**src/include/fcs_regs.svh**
```systemverilog
// named constants for the floating-point compatibility unit
// assumes single-precision operands and the fcs_pkg types
`ifndef FCS_REGS_SVH
`define FCS_REGS_SVH
`define FCS_BIAS 8'h7F
`define FCS_EXP_MAX 8'hFF
`define FCS_FRAC_W 23
`define FCS_NEG_INF 32'hFF800000
`define FCS_POS_INF 32'h7F800000
`define FCS_QNAN 32'hFFC00000
`define FCS_QUIET_BIT 22
`define FCS_TINY_EXP 8'h73
`define FCS_DENORM_BIAS 10'sh095
`define FCS_HALF_STEP 32'h00000002
`define FCS_RND_NEAR 2'h0
`define FCS_RND_DOWN 2'h1
`define FCS_RND_UP 2'h2
`define FCS_RND_ZERO 2'h3
`define FCS_PI_TRUNC 32'h40490FDA
`define FCS_PI_NEAR_UP 1'h1
`define FCS_L2T_TRUNC 32'h40549A78
`define FCS_L2T_NEAR_UP 1'h0
`endif

```
**src/include/fcs_pkg.sv**
```systemverilog
// types for the floating-point compatibility unit
// assumes fcs_regs.svh is included by the design files
package fcs_pkg;
    typedef enum logic [3:0] {
        FCS_OP_NOP,
        FCS_OP_EXPONENT_EXTRACT,
        FCS_OP_LOAD_PI,
        FCS_OP_LOAD_LOG2_TEN,
        FCS_OP_EXAMINE_CLASS,
        FCS_OP_LEGACY_PMODE_ANNOUNCE,
        FCS_OP_LEGACY_INT_ENABLE,
        FCS_OP_LEGACY_INT_DISABLE,
        FCS_OP_WAIT_PREFIX,
        FCS_OP_FULL_STATE_SAVE,
        FCS_OP_ENVIRONMENT_STORE,
        FCS_OP_SINE,
        FCS_OP_STORE,
        FCS_OP_LOAD,
        FCS_OP_SERIALIZE
    } fcs_op_type;

    typedef enum logic [1:0] {
        FCS_ST_IDLE,
        FCS_ST_CONST,
        FCS_ST_STORE_HI
    } fcs_state_type;

    typedef struct packed {
        logic valid;
        fcs_op_type op;
        logic [31:0] operand;
        logic memRef;
        logic [31:0] memAddr;
    } fcs_req_type;

    typedef struct packed {
        logic invalid;
        logic divZero;
        logic precision;
    } fcs_exc_type;

    typedef struct packed {
        logic wrEn;
        logic [31:0] wrAddr;
        logic [15:0] wrData;
    } fcs_wr_type;

    typedef struct packed {
        fcs_state_type st;
        logic [31:0] top;
        logic [31:0] second;
        logic topValid;
        logic [3:0] cond;
        fcs_exc_type exc;
        logic pendingExc;
        logic errReport;
        logic done;
        logic [31:0] memPtr;
        logic [31:0] savedPtr;
        logic savedPtrValid;
        fcs_wr_type wr;
        logic [15:0] hiHalf;
        logic storeFault;
        logic [1:0] rnd;
    } fcs_core_type;
endpackage

```
**src/rtl/fcs_const_rom.sv**
```systemverilog
// constant table for the load-constant instructions
// assumes one read per request; data appear one clock after sel
`timescale 1ns/1ns
`include "fcs_regs.svh"
module fcs_const_rom (
    // clock and reset
    input wire logic clk_sys,
    input wire logic rst,
    // read port
    input wire logic sel,
    output logic [31:0] truncVal,
    output logic nearUp
);
    import fcs_pkg::*;

    always_ff @(posedge clk_sys) begin
        if (rst) begin
            truncVal <= 32'h0;
            nearUp <= 1'b0;
        end else if (sel) begin
            truncVal <= `FCS_L2T_TRUNC;
            nearUp <= `FCS_L2T_NEAR_UP;
        end else begin
            truncVal <= `FCS_PI_TRUNC;
            nearUp <= `FCS_PI_NEAR_UP;
        end
    end
endmodule

```
**src/rtl/fcs_unit.sv**
```systemverilog
// floating-point compatibility unit: two-deep stack and legacy semantics
// assumes requests come from the core on clk_sys; the fault input is synchronous
// Notes on behaviour
// (RULE1) extract of zero: divide-by-zero, minus infinity to second register; +inf none
// (RULE2) constant loads honour the selected rounding mode, possibly changing last bit
// (RULE3) protected-mode announce is a no-op; addressing handled in every mode
// (RULE4) examine of an empty register never yields flags 1101 or 1111
// (RULE5) saved memory pointer is stale when last instruction had no memory operand
// (RULE6) transcendental error below 1 ulp nearest, below 1.5 ulps otherwise
// (RULE7) transcendental results are monotonic over the whole supported domain
// (RULE8) legacy interrupt enable and disable are no-ops touching no state
// (RULE9) in legacy mode wait prefix is no-op; pending error reported on next instruction
// (RULE10) split store may leave first half written when second half faults
// (RULE11) each instruction waits for the previous one to complete
// (RULE12) explicit wait prefixes before instructions still execute correctly
// (RULE13) serializing instruction completes only after all prior effects are committed
// (RULE14) finite extract gives unbiased exponent in second, significand on top
`timescale 1ns/1ns
`include "fcs_regs.svh"
module fcs_unit (
    // clock and reset
    input wire logic clk_sys,
    input wire logic rst,
    // instruction issue
    input fcs_pkg::fcs_req_type req,
    output logic reqReady,
    // mode inputs
    input wire logic [1:0] roundMode,
    input wire logic legacyWaitMode,
    // memory write port
    output fcs_pkg::fcs_wr_type memWr,
    input wire logic memWrFault,
    // results
    output logic [31:0] stackTop,
    output logic [31:0] stackSecond,
    output logic [3:0] condCodes,
    output fcs_pkg::fcs_exc_type excFlags,
    output logic errReport,
    output logic opDone,
    output logic storeFault,
    output logic [31:0] savedPtr,
    output logic savedPtrValid
);
    import fcs_pkg::*;

    fcs_core_type cur_reg;
    fcs_core_type cur_next;
    logic [31:0] romTrunc;
    logic romNearUp;
    logic romSel;

    function automatic logic [31:0] fcs_int_to_float(input logic signed [9:0] v);
        logic [9:0] mag;
        logic [4:0] p;
        logic [31:0] sh;
        mag = v[9] ? 10'(-v) : 10'(v);
        p = 5'h0;
        for (int i = 0; i < 10; i++) begin
            if (mag[i]) begin
                p = 5'(i);
            end
        end
        sh = 32'(mag) << (5'(`FCS_FRAC_W) - p);
        return (mag == 10'h0) ? 32'h0 : {v[9], 8'(`FCS_BIAS + 8'(p)), sh[22:0]};
    endfunction

    function automatic logic fcs_is_nan(input logic [31:0] x);
        return (x[30:23] == `FCS_EXP_MAX) && (x[22:0] != 23'h0);
    endfunction

    fcs_const_rom u_rom (
        .clk_sys(clk_sys),
        .rst(rst),
        .sel(romSel),
        .truncVal(romTrunc),
        .nearUp(romNearUp)
    );

    // rom address follows the request in flight, so data are ready next cycle
    assign romSel = (req.op == FCS_OP_LOAD_LOG2_TEN);
    // (RULE11) auto synchronization
    assign reqReady = (cur_reg.st == FCS_ST_IDLE);

    always_comb begin
        logic [7:0] e;
        logic [22:0] f;
        logic [4:0] p;
        logic signed [9:0] ue;
        logic [31:0] sig;
        logic [31:0] rounded;
        logic isFp;
        logic takes;
        cur_next = cur_reg;
        e = req.operand[30:23];
        f = req.operand[22:0];
        p = 5'h0;
        ue = 10'sh0;
        sig = 32'h0;
        rounded = romTrunc;
        isFp = 1'b0;
        takes = req.valid && reqReady;
        cur_next.done = 1'b0;
        cur_next.errReport = 1'b0;
        cur_next.savedPtrValid = 1'b0;
        cur_next.storeFault = 1'b0;
        cur_next.wr.wrEn = 1'b0;
        unique case (cur_reg.st)
            FCS_ST_IDLE: begin
                if (takes) begin
                    cur_next.exc = '0;
                    unique case (req.op)
                        FCS_OP_EXPONENT_EXTRACT: begin
                            isFp = 1'b1;
                            if (fcs_is_nan(req.operand)) begin
                                cur_next.exc.invalid = ~req.operand[`FCS_QUIET_BIT];
                                cur_next.top = req.operand | 32'(1) << `FCS_QUIET_BIT;
                                cur_next.second = cur_next.top;
                            end else if (e == 8'h0 && f == 23'h0) begin
                                // (RULE1) zero operand
                                cur_next.exc.divZero = 1'b1;
                                cur_next.second = `FCS_NEG_INF;
                                cur_next.top = req.operand;
                            end else if (e == `FCS_EXP_MAX) begin
                                // (RULE1) infinity raises nothing
                                cur_next.second = `FCS_POS_INF;
                                cur_next.top = req.operand;
                            end else begin
                                if (e == 8'h0) begin
                                    for (int i = 0; i < `FCS_FRAC_W; i++) begin
                                        if (f[i]) begin
                                            p = 5'(i);
                                        end
                                    end
                                    ue = 10'(signed'({5'h0, p})) - `FCS_DENORM_BIAS;
                                    sig = 32'(f) << (5'(`FCS_FRAC_W) - p);
                                end else begin
                                    ue = 10'(signed'({2'h0, e})) - 10'(signed'({2'h0, `FCS_BIAS}));
                                    sig = {9'h0, f};
                                end
                                // (RULE14) exponent and significand
                                cur_next.second = fcs_int_to_float(ue);
                                cur_next.top = {req.operand[31], `FCS_BIAS, sig[22:0]};
                            end
                            cur_next.topValid = 1'b1;
                            cur_next.done = 1'b1;
                        end
                        FCS_OP_LOAD_PI, FCS_OP_LOAD_LOG2_TEN: begin
                            isFp = 1'b1;
                            cur_next.rnd = roundMode;
                            cur_next.st = FCS_ST_CONST;
                        end
                        FCS_OP_EXAMINE_CLASS: begin
                            isFp = 1'b1;
                            // (RULE4) empty gives 1001 in c0..c3 order
                            if (!cur_reg.topValid) begin
                                cur_next.cond = 4'h9;
                            end else if (fcs_is_nan(cur_reg.top)) begin
                                cur_next.cond = {1'b1, cur_reg.top[31], 2'h0};
                            end else if (cur_reg.top[30:23] == `FCS_EXP_MAX) begin
                                cur_next.cond = {1'b1, cur_reg.top[31], 2'h2};
                            end else if (cur_reg.top[30:0] == 31'h0) begin
                                cur_next.cond = {1'b0, cur_reg.top[31], 2'h1};
                            end else if (cur_reg.top[30:23] == 8'h0) begin
                                cur_next.cond = {1'b0, cur_reg.top[31], 2'h3};
                            end else begin
                                cur_next.cond = {1'b0, cur_reg.top[31], 2'h2};
                            end
                            cur_next.done = 1'b1;
                        end
                        // (RULE3) (RULE8) legacy no-ops
                        FCS_OP_LEGACY_PMODE_ANNOUNCE, FCS_OP_LEGACY_INT_ENABLE,
                        FCS_OP_LEGACY_INT_DISABLE, FCS_OP_NOP: begin
                            cur_next.exc = cur_reg.exc;
                            cur_next.done = 1'b1;
                        end
                        FCS_OP_WAIT_PREFIX: begin
                            // (RULE9) (RULE12) legacy wait defers the report
                            cur_next.exc = cur_reg.exc;
                            if (!legacyWaitMode && cur_reg.pendingExc) begin
                                cur_next.errReport = 1'b1;
                                cur_next.pendingExc = 1'b0;
                            end
                            cur_next.done = 1'b1;
                        end
                        FCS_OP_FULL_STATE_SAVE, FCS_OP_ENVIRONMENT_STORE: begin
                            isFp = 1'b1;
                            // (RULE5) pointer of last memory instruction
                            cur_next.savedPtr = cur_reg.memPtr;
                            cur_next.savedPtrValid = 1'b1;
                            cur_next.done = 1'b1;
                        end
                        FCS_OP_SINE: begin
                            isFp = 1'b1;
                            // (RULE6) (RULE7) sin x equals x below 2^-12
                            if (!fcs_is_nan(req.operand) && e < `FCS_TINY_EXP) begin
                                cur_next.top = req.operand;
                                cur_next.exc.precision = (req.operand[30:0] != 31'h0);
                            end else begin
                                cur_next.exc.invalid = 1'b1;
                                cur_next.top = `FCS_QNAN;
                            end
                            cur_next.topValid = 1'b1;
                            cur_next.done = 1'b1;
                        end
                        FCS_OP_STORE: begin
                            isFp = 1'b1;
                            cur_next.wr = '{1'b1, req.memAddr, cur_reg.top[15:0]};
                            cur_next.hiHalf = cur_reg.top[31:16];
                            cur_next.st = FCS_ST_STORE_HI;
                        end
                        FCS_OP_LOAD: begin
                            isFp = 1'b1;
                            cur_next.second = cur_reg.top;
                            cur_next.top = req.operand;
                            cur_next.topValid = 1'b1;
                            cur_next.done = 1'b1;
                        end
                        FCS_OP_SERIALIZE: begin
                            // (RULE13) idle means every earlier write is out
                            cur_next.exc = cur_reg.exc;
                            cur_next.done = 1'b1;
                        end
                        default: begin
                            cur_next.exc = cur_reg.exc;
                            cur_next.done = 1'b1;
                        end
                    endcase
                    if (isFp) begin
                        // (RULE9) earlier error surfaces on this instruction
                        if (cur_reg.pendingExc) begin
                            cur_next.errReport = 1'b1;
                        end
                        cur_next.pendingExc = |cur_next.exc;
                        if (req.memRef) begin
                            cur_next.memPtr = req.memAddr;
                        end
                    end
                end
            end
            FCS_ST_CONST: begin
                // (RULE2) round the truncated constant
                unique case (cur_reg.rnd)
                    `FCS_RND_NEAR: rounded = romTrunc + 32'(romNearUp);
                    `FCS_RND_UP: rounded = romTrunc + 32'h1;
                    default: rounded = romTrunc;
                endcase
                cur_next.second = cur_reg.top;
                cur_next.top = rounded;
                cur_next.topValid = 1'b1;
                cur_next.exc.precision = 1'b1;
                cur_next.pendingExc = 1'b1;
                cur_next.done = 1'b1;
                cur_next.st = FCS_ST_IDLE;
            end
            FCS_ST_STORE_HI: begin
                // (RULE10) first half stays, second half dropped on fault
                if (memWrFault) begin
                    cur_next.storeFault = 1'b1;
                end else begin
                    cur_next.wr = '{1'b1, cur_reg.wr.wrAddr + `FCS_HALF_STEP, cur_reg.hiHalf};
                end
                cur_next.done = 1'b1;
                cur_next.st = FCS_ST_IDLE;
            end
        endcase
    end

    always_ff @(posedge clk_sys) begin
        if (rst) begin
            cur_reg <= '{st: FCS_ST_IDLE, default: '0};
        end else begin
            cur_reg <= cur_next;
        end
    end

    assign memWr = cur_reg.wr;
    assign stackTop = cur_reg.top;
    assign stackSecond = cur_reg.second;
    assign condCodes = cur_reg.cond;
    assign excFlags = cur_reg.exc;
    assign errReport = cur_reg.errReport;
    assign opDone = cur_reg.done;
    assign storeFault = cur_reg.storeFault;
    assign savedPtr = cur_reg.savedPtr;
    assign savedPtrValid = cur_reg.savedPtrValid;
endmodule
```
**config.mk**
```make
export PLATFORM = sky130hd
export DESIGN_NAME = fcs_unit
export DESIGN_NICKNAME = d
export VERILOG_FILES = /design/src/include/fcs_pkg.sv /design/src/rtl/fcs_const_rom.sv /design/src/rtl/fcs_unit.sv
export VERILOG_INCLUDE_DIRS = /design/src /design/src/include
export SDC_FILE = /design/constraint.sdc
export NUM_CORES = 1
export LEC_CHECK = 0
export ABC_AREA = 1
export BUFFER_PORTS_ARGS = -buffer_cell sky130_fd_sc_hd__buf_2
export CAP_MARGIN = 10
export CELL_PAD_IN_SITES_DETAIL_PLACEMENT = 2
export CELL_PAD_IN_SITES_GLOBAL_PLACEMENT = 2
export CORE_MARGIN = 2
export CORE_UTILIZATION = 33
export CTS_CLUSTER_DIAMETER = 40
export DETAILED_ROUTE_END_ITERATION = 10
export PLACE_DENSITY_LB_ADDON = 0.1
export SKIP_CTS_REPAIR_TIMING = 1
export SYNTH_ARGS = -nofsm -noshare
export SYNTH_HDL_FRONTEND = slang
export SYNTH_SLANG_ARGS = --single-unit
```
**constraint.sdc**
```tcl
create_clock -name clk_sys -period 10.9 [get_ports clk_sys]
set_input_delay 0.545 -clock clk_sys [delete_from_list [all_inputs] [get_ports clk_sys]]
set_output_delay 0.545 -clock clk_sys [all_outputs]
set_load 0.01 [all_outputs]
```
# Yosys cells after proc, flatten, opt, wreduce, memory -nomap -nowiden

Index checks and enable logic that the tools add are counted.

Register bits after elaboration: 243
Input bits: 76
Output and inout port bits: 157
Logic and storage cells: 212

Add/subtract/negate cells: 9
Magnitude comparators: 1
Equality and inequality tests: 24
Shift operators: 2
Multiplexer cells: 105
Bitwise gates (word level): 4
Reduce and logical (&&, ||, !) cells: 45

Operators with widths:

| kind                  | number |
|---|---|
| $mux 5                | 42 |
| $mux 207              | 1 |
| $mux 63               | 3 |
| $pmux 65 s2           | 1 |
| $mux 32               | 4 |
| $pmux 32 s2           | 2 |
| $pmux 49 s2           | 1 |
| $pmux 32 s3           | 1 |
| $mux 10               | 8 |
| $mux 65               | 1 |
| $mux 49               | 1 |
| $reduce_bool 23->1    | 2 |
| $mux 33               | 1 |
| $add 32x1->32         | 1 |
| $add 32x1->32 const B | 1 |
| $add 32x2->32 const B | 1 |
| $logic_not 31->1      | 1 |
| $reduce_bool 31->1    | 1 |
| $eq 4x4->1 const B    | 6 |
| $logic_not 23->1      | 1 |
| $mux 23               | 1 |
| $shl 10x5->23         | 1 |
| $shl 23x5->23         | 1 |
| $mux 1                | 22 |
| other kinds (37)      | 85 |

# Longest topological paths before layout

Depth in word-level cells: 63
Mapped depth: 47
Mapped depth without buffers: 46

# Modules after synthesis

A second synthesis with hierarchy kept.

Cell total of the unflattened synthesis: 2237
Area, all modules: 14392.6 sq um

By module, submodules not included:

| module        | times used | cells an instance | area each (sq um) | seq. area each (sq um) |
|---|---|---|---|---|
| fcs_unit      | 1          | 2199              | 14086.0           | 4204.0 |
| fcs_const_rom | 1          | 38                | 306.5             | 60.1 |

# Worst setup path after synthesis

No wires, ideal clock.

Path type: input port to flip-flop
Start: input port req[36] (netlist name)
End: register cur_reg (netlist bit stackSecond[26])
Library setup time: 0.070 ns
Arrival: 4.364 ns
Data required time: 10.830 ns
Slack: 6.466 ns
Stages on the path: 43
Buffers on the path: 2
Cells stage by stage: inv_2 -> nand2_1 -> nand2_1 -> nand2_1 -> nand2_1 -> nand2_1 -> nand2_1 -> nand2_1 -> nand2_1 -> nand2_1 -> nand2_1 -> nand2_1 -> nand2_1 -> nand2_1 -> nand2_1 -> nand2_1 -> nand2_1 -> nand2_1 -> [7 not listed] -> inv_1 -> ha_1 -> o21ai_0 -> inv_1 -> nand2_1 -> nand2_1 -> nand2_1 -> nand2_1 -> nand2_2 -> nand2_2 -> buf_6 -> nor2_1 -> ha_1 -> inv_1 -> nand2_1 -> nand2_1 -> o211ai_1 -> a21oi_1

Word-level cells in the longest chain between the ends: 60
Elaborated cells between the ends (all ways): 65
Classes of those cells: 3 x add/sub; 57 x mux; 5 x reduce/logical

RTL lines:

| item                   | RTL line        | source |
|---|---|---|
| start: declaration     | fcs_unit.sv:25  | `input fcs_pkg::fcs_req_type req,` |
| $mux 5 (20 in series)  | fcs_unit.sv:130 | `if (f[i]) begin` |
| $mux 5                 | fcs_unit.sv:128 | `if (e == 8'h0) begin` |
| $mux 5                 | fcs_unit.sv:123 | `` end else if (e == `FCS_EXP_MAX) begin `` |
| $mux 5                 | fcs_unit.sv:118 | `end else if (e == 8'h0 && f == 23'h0) begin` |
| $mux 5                 | fcs_unit.sv:114 | `if (fcs_is_nan(req.operand)) begin` |
| $mux 5                 | fcs_unit.sv:111 | `unique case (req.op)` |
| $mux 5                 | fcs_unit.sv:109 | `if (takes) begin` |
| $mux 5                 | fcs_unit.sv:107 | `unique case (cur_reg.st)` |
| [25 not listed]        | --              |  |
| $add 7x5->8 (no line)  | --              |  |
| $mux 32                | fcs_unit.sv:64  | `` return (mag == 10'h0) ? 32'h0 : {v[9], 8'(`FCS_BIAS + 8'(p)), sh[22:0]}; `` |
| $mux 63                | fcs_unit.sv:123 |  |
| $mux 63                | fcs_unit.sv:118 |  |
| $mux 63 *              | fcs_unit.sv:114 |  |
| $pmux 32 s2 *          | fcs_unit.sv:111 |  |
| $mux 207 *             | fcs_unit.sv:109 |  |
| $pmux 65 s2 *          | fcs_unit.sv:107 |  |
| end signal: assignment | fcs_unit.sv:272 | `cur_reg <= cur_next;` |
| end: declaration       | fcs_unit.sv:46  | `fcs_core_type cur_reg;` |

Every way passes the cells marked *; elsewhere a longest branch is shown, timed or not. The select of a mux whose other input is x is not followed.
A chain may end at the register's enable or synchronous reset.

# Final worst setup path

Same ends and word-level chain as after synthesis.

==> impl_metrics.env <==
export IMPL_numClockSinks=213
export IMPL_power_density_nw_per_um2=177.7
export IMPL_crit_arrival_ns=5.22
export IMPL_core_um2=39640
export IMPL_maxCapViolCount=0
export IMPL_ys_flop_type="dfxtp_1"
export IMPL_crit_top_cell="nand2_1"
export IMPL_synthArstFlopShare_pct=0
export IMPL_fmax_mhz=210.5
export IMPL_cp_start_kind="primary input"
export IMPL_clk_latency_ns=0.55
export IMPL_antenna_found_initial=0
export IMPL_synthesis_area_um2=13250
export IMPL_grt_pass1_wl_um=89190
export IMPL_drt_iter0_markers=735
export IMPL_num_rows=73
export IMPL_critPathMaxFanout=26
export IMPL_ys_seq_elements=213
export IMPL_drive_gt1_share_pct=17.35
export IMPL_hold_viol_final=0
export IMPL_hold_path_class="primary input to flop"
export IMPL_drt_pre_antenna_iters=5
export IMPL_drc_errors=0
export IMPL_status="finished clean"
export IMPL_nets=2147
export IMPL_rsz0062_at_grt="false"
export IMPL_yosysWarnings=0
export IMPL_htree_num_levels=2
export IMPL_area_growth_pct=14.57
export IMPL_clk_path_buf_depth=3
export IMPL_root_buffer="clkbuf_16"
export IMPL_finalSetupViolCount=0
export IMPL_die_h_um=204.4
export IMPL_worst_slew_pin_slew_ns=1.146
export IMPL_p_leak_uw=0.006544
export IMPL_comb_power_share_pct=15.7
export IMPL_fin_tns_setup_ns=0
export IMPL_ios=233
export IMPL_path_depth=34
export IMPL_yosys_cell_count_top_type="nand2_1"
export IMPL_cp_top_family="simple AND/OR/NAND/NOR gates"
export IMPL_wire_per_inst_um=21.94
export IMPL_pwr_share_seq_pct=31.9
export IMPL_fin_worst_skew_ns=0.01637
export IMPL_ys_seq_area_share_pct=32.19
export IMPL_intPower_uw=1902
export IMPL_dp_hpwl_um=41680
export IMPL_ir_worst_vdd_mv=0.1080
export IMPL_gp_congestion=0.8498
export IMPL_grt_max_degree=77
export IMPL_vias=14180
export IMPL_final_max_slew_viol_count=0
export IMPL_criticalPathCategory="primary input to flop"
export IMPL_synth_common_cells="396 x nand2_1, 242 x o21ai_0, 213 x dfxtp_1"
export IMPL_path_buf_inv=8
export IMPL_synth_top_area_share_pct=32.19
export IMPL_clkTransAtPathRegs_ns=0.05
export IMPL_yosys_area_top_type="dfxtp_1"
export IMPL_io_buffers=232
export IMPL_rr_worst_depth=21
export IMPL_dp_cells=2538
export IMPL_whs_path_depth=3
export IMPL_synth_area_leaders="dfxtp_1 32%, nand2_1 11%, o21ai_0 9.1%"
export IMPL_syn_area_per_cell_um2=6.536
export IMPL_min_period_over_period_pct=43.59
export IMPL_die_area_um2=41760
export IMPL_max_stage_delay_ns=0.59
export IMPL_clockPowerShare_pct=52.3
export IMPL_syn_nets=2117
export IMPL_start_util_pct=33.42
export IMPL_grt_usage_pct=27.29
export IMPL_crit_slowest_cell="nand2_1"
export IMPL_crit_path_end_kind="flop"
export IMPL_wirelength_um=57280
export IMPL_overflow=0
export IMPL_synth_edff_count=0
export IMPL_swShare_pct=29.48
export IMPL_postSynthCellCount=2027
export IMPL_postRouteAntennaNets=0
export IMPL_tritoncts="yes"
export IMPL_cts_made_buffers=42
export IMPL_largest_reg_flops=54
export IMPL_final_cells=2611
export IMPL_antennaDiodeCount=0
export IMPL_vias_per_cell=5.429
export IMPL_ys_types=52
export IMPL_cp_data_required_time_ns=11.37
export IMPL_fin_crit_ns=4.751
export IMPL_grt_pass1_vias=14780
export IMPL_die_w_um=204.4
export IMPL_p_switching_uw=794.9
export IMPL_maxSlewHeadroom_pct=23.50
area by class of cell:
type / instances / area [um2]
clock buffer: 51 / 1179
clock inverter: 22 / 337.8
fill: 4831 / 24460
inverter: 185 / 696.9
multi-input combinational: 1365 / 6745
sequential: 213 / 4264
tap: 525 / 656.9
timing repair buffer: 250 / 1299
cells in the final DEF (no fill, tap or decap), drive strengths merged, types with 3 or more instances in the layout:
master	n
nand2	408
buf	250
o21ai	247
dfxtp	213
a21oi	213
inv	185
nor2	179
nand3	116
clkbuf	51
nor3	28
o211ai	21
o22ai	18
nand4	17
o221ai	16
ha	14
a221oi	13
nor4	12
clkinv	12
o31ai	9
bufinv	8
a31oi	7
a32o	6
or2	5
xor2	4
a22oi	4
o311ai	4
a211oi	3
a22o	3
o21bai	3
o21a	3
worst paths after layout:
path	end	start	slack [ns]
hold / removal	cur_reg[104]	req[3]	0.29
hold reg to reg	cur_reg[131]	cur_reg[131]	0.46
setup / recovery	stackSecond[26]	req[36]	6.15
setup reg to reg	memWr[47]	memWr[17]	7.02
through the flow:
step           instance area [um2]  setup slack [ns]  hold WS [ns]  utilization (%)  power, uW
2_1_floorplan                13250             6.466        0.4296                -       1152
3_3_place_gp                 13660             5.784        0.4425            34.46       1285
3_5_place_dp                 13660             5.619        0.4485            34.46       1295
4_1_cts                      15180             6.173        0.2610            38.29       2719
5_1_grt                      15180             5.460        0.2904            38.29       2802
6_report                     15180             6.149        0.2871            38.29       2697
cell families (layout without fill, tap and decap cells):
kind of cell / Yosys count / in the layout / synth area share [%]
AOI/OAI and AO/OA: 577 / 577 / 24.42
xor gates and xnor gates: 6 / 6 / 0.3967
adders and majority gates: 14 / 14 / 1.322
buffers and inverters: 449 / 508 / 17.15
DFF: 213 / 213 / 32.19
muxes: 2 / 2 / 0.1511
other: 1 / 1 / 0.02831
and+or+nand+nor: 765 / 765 / 24.34
tightest hold or removal path, cell delays in order:
cell and delay, ns:
buf_2 0.11, nand3_1 0.07, a21oi_1 0.06
power groups by stage:
stage	Clock (uW)	Combinational [uW]	Sequential (uW)
3_5_place_dp	0	420	875
2_1_floorplan	0	296	857
4_1_cts	1430	424	860
5_1_grt	1470	471	865
6_report	1410	425	861
3_3_place_gp	0	411	874
routing by layer:
layer | vias up | GRT usage, % | part of all wire, %
li1 | 6700 | - | -
met4 | 0 | 5.952 | 1.6
met2 | 297 | 42.25 | 44
met3 | 59 | 3.683 | 4.0
met5 | - | 0 | 0
met1 | 7119 | 40.03 | 50
Power figures use the tool's default switching activity.
